File: config.mk
export PLATFORM = sky130hd
export DESIGN_NAME = anp_regs
export DESIGN_NICKNAME = d
export VERILOG_FILES = /design/src/core/anp_pkg.sv /design/src/core/anp_regs.sv /design/src/core/anp_sync.sv
export VERILOG_INCLUDE_DIRS = /design/src /design/src/core
export SDC_FILE = /design/constraint.sdc
export NUM_CORES = 1
export LEC_CHECK = 0
export ABC_CLOCK_PERIOD_IN_PS = 3330
export BUFFER_PORTS_ARGS = -buffer_cell sky130_fd_sc_hd__buf_2
export CAP_MARGIN = 20
export CORE_MARGIN = 8
export CORE_UTILIZATION = 33
export CTS_BUF_LIST = sky130_fd_sc_hd__clkbuf_8
export DETAILED_ROUTE_END_ITERATION = 12
export SKIP_CTS_REPAIR_TIMING = 1
export SYNTH_ARGS = -nofsm -noshare
export SYNTH_HDL_FRONTEND = slang
export SYNTH_SLANG_ARGS = --single-unit
File: constraint.sdc
create_clock -name clk -period 3.33 [get_ports clk]
set_input_delay 0.4995 -clock clk [delete_from_list [all_inputs] [get_ports clk]]
set_output_delay 0.4995 -clock clk [all_outputs]
set_load 0.01 [all_outputs]
File: src/core/anp_cfg.svh
// register map, field positions and reset values of the next page register bank
// included by the register module and the test bench; definitions only
`ifndef ANP_CFG_SVH
`define ANP_CFG_SVH

// management addresses
`define ANP_REG_EXP 5'h06
`define ANP_REG_NPTX 5'h07
`define ANP_REG_LPNP 5'h08
`define ANP_REG_CFG 5'h10
`define ANP_REG_ST2 5'h11
`define ANP_REG_EVEN 5'h12
`define ANP_REG_EVCH 5'h13
`define ANP_REG_IND 5'h14
`define ANP_REG_TXC 5'h1e
`define ANP_REG_PS_LO 5'h10

// expansion register bits
`define ANP_EXP_BP 5
`define ANP_EXP_PDF 4
`define ANP_EXP_LPNPA 3
`define ANP_EXP_NPA 2
`define ANP_EXP_PRX 1
`define ANP_EXP_LPAN 0

// next page transmit fields
`define ANP_NP_NP 15
`define ANP_NP_RSV 14
`define ANP_NP_MP 13
`define ANP_NP_ACK2 12
`define ANP_NP_TOG 11
`define ANP_NPTX_RST 16'h2001
`define ANP_NPTX_WMASK 16'hb7ff
`define ANP_LPNP_RST 16'h0000

// port configuration fields
`define ANP_CFG_ALT 1
`define ANP_CFG_TXDIS 13
`define ANP_CFG_RST 16'h0080
`define ANP_CFG_WMASK 16'h7fa2
`define ANP_PLAIN_RST 16'h0000

// serial frame
`define ANP_PRE_ONES 6'h20
`define ANP_OP_RD 2'h2
`define ANP_OP_WR 2'h1
`define ANP_DATA_BITS 6'h10

`endif

File: src/core/anp_pkg.sv
// types shared by the next page register bank
// constants live in anp_cfg.svh
package anp_pkg;

  typedef logic [15:0] anp_word_t;
  typedef logic [4:0] anp_addr_t;

  typedef enum logic [2:0] {
    ANP_PRE,
    ANP_ST,
    ANP_HDR,
    ANP_TA,
    ANP_RDATA,
    ANP_WDATA
  } anp_mdio_state_e;

endpackage : anp_pkg

File: src/core/anp_regs.sv
// management register bank for the auto-negotiation next page exchange
// assumes: mdc/mdio are asynchronous pins, engine signals are on clk
`timescale 1ns/100ps
`include "anp_cfg.svh"

// What this block does
// - expansion bit 4 latches a parallel detection fault until read; resets 0.
// - expansion bit 3 shows partner next page ability; read-only, resets 0.
// - expansion bit 2 always reads 1, local device is next page able.
// - page received latches 1; word goes to base page or register 8.
// - reading clears page received; alternate mode also clears on page_rx low or tx off.
// - expansion bit 0 shows partner auto-negotiation ability; read-only, resets 0.
// - transmit bit 15 next page, read/write, resets 0; 1 means more pages.
// - transmit bit 13 message page, read/write, resets 1.
// - transmit bit 12 acknowledge 2, read/write, resets 0.
// - transmit toggle resets 0, holds inverse of last transmitted toggle.
// - transmit code field, 11 bits read/write, resets to one.
// - receive bit 15 shows partner has more next pages; resets 0.
// - receive bit 14 shows partner acknowledged our code word.
// - receive bit 13 shows partner message page format.
// - receive bit 12 partner complies, bit 11 partner toggle.
// - receive code field 11 bits read-only, resets to zero.
// - addresses 16-20 and 30 decode product registers; 21-31 otherwise reserved.
// - alternate next page enable bit resets 0, gates base page and extra clears.
module anp_regs #(
  parameter logic [4:0] PHY_ADDR = 5'h00
) (
  input wire logic clk,
  input wire logic rst_b,
  input wire logic ce,
  input wire logic mdc,
  input wire logic mdio_i,
  output logic mdio_o,
  output logic mdio_oe,
  input wire logic page_rx_stb,
  input wire logic page_is_next,
  input wire logic [15:0] rx_code_word,
  input wire logic pd_fault_stb,
  input wire logic lp_np_able,
  input wire logic lp_an_able,
  input wire logic base_page,
  input wire logic mr_page_rx,
  input wire logic an_tx_disable,
  input wire logic tx_word_stb,
  input wire logic tx_toggle_sent,
  input wire logic [15:0] sec_status_in,
  input wire logic [15:0] evt_change_in,
  output logic [15:0] np_tx_word,
  output logic [15:0] lp_base_word,
  output logic alt_next_page_enable,
  output logic tx_path_disable,
  output logic [15:0] event_enable_word,
  output logic [15:0] indicator_cfg_word,
  output logic [15:0] tx_ctrl_word
);

  // owned addresses; 0-5 and 9-15 belong to a sibling block and stay undriven
  function automatic logic is_mine(input anp_pkg::anp_addr_t a);
    is_mine = (a == `ANP_REG_EXP) || (a == `ANP_REG_NPTX) || (a == `ANP_REG_LPNP) ||
              (a >= `ANP_REG_PS_LO);
  endfunction : is_mine

  logic [1:0] pin_q;
  logic mdc_q;
  logic mdio_q;
  logic mdc_d_r;
  logic mdc_rise;
  anp_pkg::anp_mdio_state_e st_r;
  logic [5:0] cnt_r;
  logic [11:0] hdr_r;
  logic [15:0] sh_r;
  logic rd_go;
  logic wr_go;
  logic rd_act_r;
  anp_pkg::anp_addr_t reg_a;
  anp_pkg::anp_addr_t hdr_reg;
  logic [15:0] np_tx_r;
  logic [15:0] lpnp_r;
  logic [15:0] lpbase_r;
  logic [15:0] cfg_r;
  logic [15:0] even_r;
  logic [15:0] ind_r;
  logic [15:0] txc_r;
  logic pdf_r;
  logic prx_r;
  logic bp_r;
  logic lpnpa_r;
  logic lpan_r;
  logic [15:0] exp_word;
  logic [15:0] rd_word;
  logic exp_rd;

  anp_sync #(.W(2)) u_pin_sync (
    .clk(clk),
    .rst_b(rst_b),
    .ce(ce),
    .d({mdc, mdio_i}),
    .q(pin_q)
  );
  assign mdc_q = pin_q[1];
  assign mdio_q = pin_q[0];

  always_ff @(posedge clk or negedge rst_b) begin
    if (!rst_b) begin
      mdc_d_r <= 1'b0;
    end else if (ce) begin
      mdc_d_r <= mdc_q;
    end
  end
  assign mdc_rise = ce && mdc_q && !mdc_d_r;

  // header is {op[1:0], phy[4:0], reg[4:0]}
  // at the last register bit hdr_r[10:0] holds op, phy and the upper register bits
  assign reg_a = hdr_r[4:0];
  assign hdr_reg = {hdr_r[3:0], mdio_q};
  assign rd_go = mdc_rise && (st_r == anp_pkg::ANP_HDR) && (cnt_r == 6'h0b) &&
                 (hdr_r[10:4] == {`ANP_OP_RD, PHY_ADDR}) && is_mine(hdr_reg);
  assign wr_go = mdc_rise && (st_r == anp_pkg::ANP_WDATA) && (cnt_r == 6'h0f) &&
                 (hdr_r[11:5] == {`ANP_OP_WR, PHY_ADDR});
  assign exp_rd = rd_go && (hdr_reg == `ANP_REG_EXP);

  // frame sequencer; a preamble must precede every frame
  always_ff @(posedge clk or negedge rst_b) begin
    if (!rst_b) begin
      st_r <= anp_pkg::ANP_PRE;
      cnt_r <= 6'h00;
      hdr_r <= 12'h000;
      sh_r <= 16'h0000;
      rd_act_r <= 1'b0;
    end else if (mdc_rise) begin
      case (st_r)
        anp_pkg::ANP_PRE: begin
          if (mdio_q) begin
            cnt_r <= (cnt_r == `ANP_PRE_ONES) ? cnt_r : cnt_r + 6'h01;
          end else begin
            cnt_r <= 6'h00;
            if (cnt_r == `ANP_PRE_ONES) begin
              st_r <= anp_pkg::ANP_ST;
            end
          end
        end
        anp_pkg::ANP_ST: begin
          cnt_r <= 6'h00;
          st_r <= mdio_q ? anp_pkg::ANP_HDR : anp_pkg::ANP_PRE;
        end
        anp_pkg::ANP_HDR: begin
          hdr_r <= {hdr_r[10:0], mdio_q};
          cnt_r <= cnt_r + 6'h01;
          if (cnt_r == 6'h0b) begin
            cnt_r <= 6'h00;
            st_r <= anp_pkg::ANP_TA;
            rd_act_r <= rd_go;
            sh_r <= rd_word;
          end
        end
        anp_pkg::ANP_TA: begin
          cnt_r <= cnt_r + 6'h01;
          if (cnt_r == 6'h01) begin
            cnt_r <= 6'h00;
            st_r <= rd_act_r ? anp_pkg::ANP_RDATA : anp_pkg::ANP_WDATA;
          end
        end
        anp_pkg::ANP_RDATA: begin
          sh_r <= {sh_r[14:0], 1'b0};
          cnt_r <= cnt_r + 6'h01;
          if (cnt_r == 6'h0f) begin
            cnt_r <= 6'h00;
            rd_act_r <= 1'b0;
            st_r <= anp_pkg::ANP_PRE;
          end
        end
        anp_pkg::ANP_WDATA: begin
          sh_r <= {sh_r[14:0], mdio_q};
          cnt_r <= cnt_r + 6'h01;
          if (cnt_r == 6'h0f) begin
            cnt_r <= 6'h00;
            st_r <= anp_pkg::ANP_PRE;
          end
        end
        default: begin
          st_r <= anp_pkg::ANP_PRE;
          cnt_r <= 6'h00;
        end
      endcase
    end
  end

  // drive 0 in the second turnaround bit, then data msb first
  always_ff @(posedge clk or negedge rst_b) begin
    if (!rst_b) begin
      mdio_o <= 1'b0;
      mdio_oe <= 1'b0;
    end else if (mdc_rise) begin
      if (st_r == anp_pkg::ANP_TA && cnt_r == 6'h00 && rd_act_r) begin
        mdio_o <= 1'b0;
        mdio_oe <= 1'b1;
      end else if (st_r == anp_pkg::ANP_TA && rd_act_r) begin
        mdio_o <= sh_r[15];
      end else if (st_r == anp_pkg::ANP_RDATA && cnt_r != 6'h0f) begin
        mdio_o <= sh_r[14];
      end else begin
        mdio_o <= 1'b0;
        mdio_oe <= 1'b0;
      end
    end
  end

  always_comb begin
    exp_word = 16'h0000;
    exp_word[`ANP_EXP_BP] = bp_r;
    exp_word[`ANP_EXP_PDF] = pdf_r;
    exp_word[`ANP_EXP_LPNPA] = lpnpa_r;
    exp_word[`ANP_EXP_NPA] = 1'b1;
    exp_word[`ANP_EXP_PRX] = prx_r;
    exp_word[`ANP_EXP_LPAN] = lpan_r;
  end

  // reserved product addresses read zero
  always_comb begin
    case (hdr_reg)
      `ANP_REG_EXP: rd_word = exp_word;
      `ANP_REG_NPTX: rd_word = np_tx_r;
      `ANP_REG_LPNP: rd_word = lpnp_r;
      `ANP_REG_CFG: rd_word = cfg_r;
      `ANP_REG_ST2: rd_word = sec_status_in;
      `ANP_REG_EVEN: rd_word = even_r;
      `ANP_REG_EVCH: rd_word = evt_change_in;
      `ANP_REG_IND: rd_word = ind_r;
      `ANP_REG_TXC: rd_word = txc_r;
      default: rd_word = 16'h0000;
    endcase
  end

  // latched-high bits: set beats a clearing read in the same cycle
  always_ff @(posedge clk or negedge rst_b) begin
    if (!rst_b) begin
      pdf_r <= 1'b0;
      prx_r <= 1'b0;
      bp_r <= 1'b0;
    end else if (ce) begin
      if (pd_fault_stb) begin
        pdf_r <= 1'b1;
      end else if (exp_rd) begin
        pdf_r <= 1'b0;
      end
      if (page_rx_stb) begin
        prx_r <= 1'b1;
      end else if (exp_rd || (cfg_r[`ANP_CFG_ALT] && (!mr_page_rx || an_tx_disable))) begin
        prx_r <= 1'b0;
      end
      if (cfg_r[`ANP_CFG_ALT] && base_page) begin
        bp_r <= 1'b1;
      end else if (exp_rd) begin
        bp_r <= 1'b0;
      end
    end
  end

  always_ff @(posedge clk or negedge rst_b) begin
    if (!rst_b) begin
      lpnpa_r <= 1'b0;
      lpan_r <= 1'b0;
    end else if (ce) begin
      lpnpa_r <= lp_np_able;
      lpan_r <= lp_an_able;
    end
  end

  // received page words
  always_ff @(posedge clk or negedge rst_b) begin
    if (!rst_b) begin
      lpnp_r <= `ANP_LPNP_RST;
      lpbase_r <= `ANP_PLAIN_RST;
    end else if (ce && page_rx_stb) begin
      if (page_is_next) begin
        lpnp_r <= rx_code_word;
      end else begin
        lpbase_r <= rx_code_word;
      end
    end
  end

  // toggle is engine-owned; software cannot write it, bit 14 stays 0
  always_ff @(posedge clk or negedge rst_b) begin
    if (!rst_b) begin
      np_tx_r <= `ANP_NPTX_RST;
    end else if (ce) begin
      if (wr_go && reg_a == `ANP_REG_NPTX) begin
        np_tx_r[15:12] <= {sh_r[14], 1'b0, sh_r[12:11]};
        np_tx_r[10:0] <= {sh_r[9:0], mdio_q};
      end
      if (tx_word_stb) begin
        np_tx_r[`ANP_NP_TOG] <= !tx_toggle_sent;
      end
    end
  end

  // write data is {sh_r[14:0], mdio_q} at the last data edge
  always_ff @(posedge clk or negedge rst_b) begin
    if (!rst_b) begin
      cfg_r <= `ANP_CFG_RST;
      even_r <= `ANP_PLAIN_RST;
      ind_r <= `ANP_PLAIN_RST;
      txc_r <= `ANP_PLAIN_RST;
    end else if (ce && wr_go) begin
      case (reg_a)
        `ANP_REG_CFG: cfg_r <= {sh_r[14:0], mdio_q} & `ANP_CFG_WMASK;
        `ANP_REG_EVEN: even_r <= {sh_r[14:0], mdio_q};
        `ANP_REG_IND: ind_r <= {sh_r[14:0], mdio_q};
        `ANP_REG_TXC: txc_r <= {sh_r[14:0], mdio_q};
        default: cfg_r <= cfg_r;
      endcase
    end
  end

  assign np_tx_word = np_tx_r;
  assign lp_base_word = lpbase_r;
  assign alt_next_page_enable = cfg_r[`ANP_CFG_ALT];
  assign tx_path_disable = cfg_r[`ANP_CFG_TXDIS];
  assign event_enable_word = even_r;
  assign indicator_cfg_word = ind_r;
  assign tx_ctrl_word = txc_r;
endmodule : anp_regs

File: src/core/anp_sync.sv
// two flip-flop synchroniser for pin-level inputs
// assumes the input is a level that is slow against clk
`timescale 1ns/100ps
module anp_sync #(
  parameter int W = 1
) (
  input wire logic clk,
  input wire logic rst_b,
  input wire logic ce,
  input wire logic [W-1:0] d,
  output logic [W-1:0] q
);

  logic [W-1:0] meta_r;

  // first stage feeds the second stage only
  always_ff @(posedge clk or negedge rst_b) begin
    if (!rst_b) begin
      meta_r <= '0;
      q <= '0;
    end else if (ce) begin
      meta_r <= d;
      q <= meta_r;
    end
  end

endmodule : anp_sync

==> results.json <==
{
  "status": "complete, no violations",
  "drt-vias-per-instance": 5.37,
  "routedWlPerCell_um": 21.3,
  "initial_core_util": 0.335,
  "synth.most_common_cell": "dfrtp_1",
  "clock-skew-final_ns": 0.0108,
  "ys_warn_count": 0,
  "global_route.peak_usage_layer": "met2",
  "nets": 831,
  "rsz0062_at_grt": "no",
  "fp-row-count": 55,
  "gr-usage-met3": 0.0506,
  "mappedNetlistNets": 680,
  "cp.required_ns": 3.68,
  "critPathSlowestCell": "or4_1",
  "vdd_drop_max_uv": 243,
  "layout-area-overhead-vs-synth_pct": 20.2,
  "cts_tree": "built",
  "critical_path.cell_chain": "ha_1 -> and3_1 -> nand4_2 -> or4_1 -> nor3b_4 -> buf_4 -> mux2_2",
  "detail_route.first_pass.iterations": 5,
  "maximum_number_of_pins_on_one_net_before_global_route_repair": 85,
  "maxCapViolations": 0,
  "io_buffer_count": 145,
  "dp_slack_ns": 0.421,
  "synth_enable_flop_cells": 0,
  "synthesis.instances": 614,
  "drive_gt1_frac": 0.450,
  "globalRouteTotalUtil": 0.163,
  "setup_ws_ns": 0.406,
  "slew_headroom": 0.452,
  "multi_input_gate_area_um2": 3460,
  "clock_tree.root_cell": "clkbuf_8",
  "synthTopCellsByArea": "dfrtp_1 (50%), mux2_2 (16%), mux2_4 (4.0%), mux2i_1 (3.6%), o22a_1 (2.4%)",
  "finalCritPeriodShare": 0.878,
  "globalRoute.totalOverflow": 0,
  "gp_congestion": 0.794,
  "timing.critical_path.to_type": "register",
  "yosys.area_share.adder": 0.00497,
  "maxSlewViolCount": 0,
  "routed_wl_um": 22700,
  "cpPeakStageDelay_ns": 0.66,
  "synthArstFlopShare": 1.00,
  "grt_pass1_wl_um": 35400,
  "antenna_violations_before_repair": 2,
  "total_power_mw": 3.87,
  "synth_commonest_cells": "dfrtp_1 (152), mux2_2 (106), clkbuf_1 (29)",
  "leakagePower_nw": 4.33,
  "clk_pin_slew_worst_paths_ns": 0.08,
  "worst-path-max-fanout": 7,
  "setup.worst_path.start_class": "register",
  "detailed_place_hpwl_um": 16500,
  "critPathTopFamily": "simple AND/OR/NAND/NOR gates",
  "cts_max_path_buffers": 2,
  "initialDrtViolationCount": 402,
  "synth.distinct_cells": 64,
  "clock-sinks": 155,
  "post-route-min-period_ns": 2.92,
  "yosysSeqAreaShare": 0.514,
  "final_core_util": 0.402,
  "critical_path_class": "register to register",
  "postSynthRegisterBits": 155,
  "routed-via-count": 5715,
  "totalNegativeSetupSlack_ns": 0,
  "clock_insertion_delay_worst_skew_ns": 0.46,
  "ys.flop_type": "dfrtp_1",
  "p_per_area_nw_per_um2": 427,
  "hold_violations": 0,
  "globalRouteMet2Util": 0.247,
  "dieHeight_um": 167,
  "synth_area_leader_cell": "dfrtp_1",
  "worst-path-buf-inv": 1,
  "use_met1": 0.219,
  "die_area_um2": 28000,
  "num-fill-cells": 2215,
  "cp.arrival_ns": 3.28,
  "cts_max_level": 4,
  "synth_top_family_by_area": "multiplexers",
  "cts-buffers-inserted": 17,
  "io_pins": 147,
  "synth-compound-area-share": 0.125,
  "max_freq_mhz": 342,
  "sequential_cell_area_um2": 3880,
  "post_synth_instance_area_um2": 7550,
  "min_path_type": "input port to asynchronous set/reset pin",
  "setup-violations-final": 0,
  "synth_area_per_cell_um2": 12.3,
  "first_global_vias": 5852,
  "netlist.area_leader.share": 0.503,
  "worst-slew-pin-transition_ns": 0.819,
  "synthesized_area_fraction_occupied_by_xor_and_xnor_cells": 0,
  "remaining_drc_errors": 0,
  "antenna_left": 0,
  "fp.dieW_um": 167,
  "placed_cells_incl_taps": 1031,
  "core-area_um2": 22600,
  "muxShareOfSynthArea": 0.234,
  "yosys.area_share.simple": 0.0926,
  "finish.cell_count_without_fillers": 1064
}
-- where the power goes --
part / switching [mW] / internal, mW / total [mW] / leakage (nW)
Sequential: 0.0887 / 1.98 / 2.07 / 2.05
Combinational: 0.206 / 0.193 / 0.400 / 2.07
Clock: 0.711 / 0.696 / 1.41 / 0.199
-- per-stage QoR --
step / instance area, um2 / hold slack (ns)
2_1_floorplan: 7550 / 0.204
5_1_grt: 9080 / 0.162
4_1_cts: 9080 / 0.115
3_3_place_gp: 8690 / 0.470
3_5_place_dp: 8690 / 0.467
6_report: 9080 / 0.0922
-- state kept, by name, summed over array words and instances (netlist names), 3 cells and up --
register,count
cfg_r,10
cnt_r,6
event_enable_word,16
hdr_r,12
indicator_cfg_word,16
lp_base_word,16
lpnp_r,16
np_tx_word,15
sh_r,16
st_r,3
tx_ctrl_word,16
-- cell families (layout without fill, tap and decap cells) --
logic type | after synthesis | in the layout
flops | 155 | 155
mux | 153 | 153
compound gates | 139 | 139
simple gates | 114 | 114
buf+inv | 49 | 213
fa+ha+maj | 3 | 3
other cells | 1 | 2
-- cell usage in the layout (no fill, tap or decap), types with 17 or more instances in the layout --
cell | netlist | final
dfrtp_1 | 152 | 151
buf_2 | 4 | 144
mux2_2 | 106 | 106
buf_4 | 3 | 29
o21ai_0 | 28 | 28
mux2i_1 | 27 | 27
nor2_1 | 26 | 26
a21oi_1 | 24 | 24
o22a_1 | 21 | 21
mux2_4 | 20 | 20
clkbuf_8 | 0 | 19
a22oi_1 | 17 | 17
-- cell type report --
cell class / instances / share of cell area
Antenna cell: 1 / 0.000276
Multi-Input combinational cell: 410 / 0.381
Tap cell: 285 / 0.0393
Sequential cell: 155 / 0.428
Timing Repair Buffer: 175 / 0.107
Clock inverter: 13 / 0.0138
Clock buffer: 19 / 0.0288
Inverter: 6 / 0.00248
-- metal layers --
layer | up-vias | wire length, um
met2 | 194 | 10100
met5 | - | 22
li1 | 2604 | -
met3 | 33 | 1550
met4 | 4 | 348
met1 | 2880 | 10600
-- worst paths after layout --
| check | start | endpoint | slack [ns] | cells after the start |
|---|---|---|---|---|
| hold reg to reg | mdio_o | mdio_o | 0.48 | 2 |
| max in group asynchronous | rst_b | np_tx_word[13] | 2.47 | 2 |
| min in group clk | tx_toggle_sent | np_tx_word[11] | 0.22 | 2 |
| hold / removal | rst_b | event_enable_word[8] | 0.09 | 1 |
| setup / recovery | cnt_r[0] | event_enable_word[4] | 0.41 | 7 |
| setup reg to reg | cnt_r[0] | event_enable_word[4] | 0.41 | 7 |
Power figures use the tool's default switching activity.
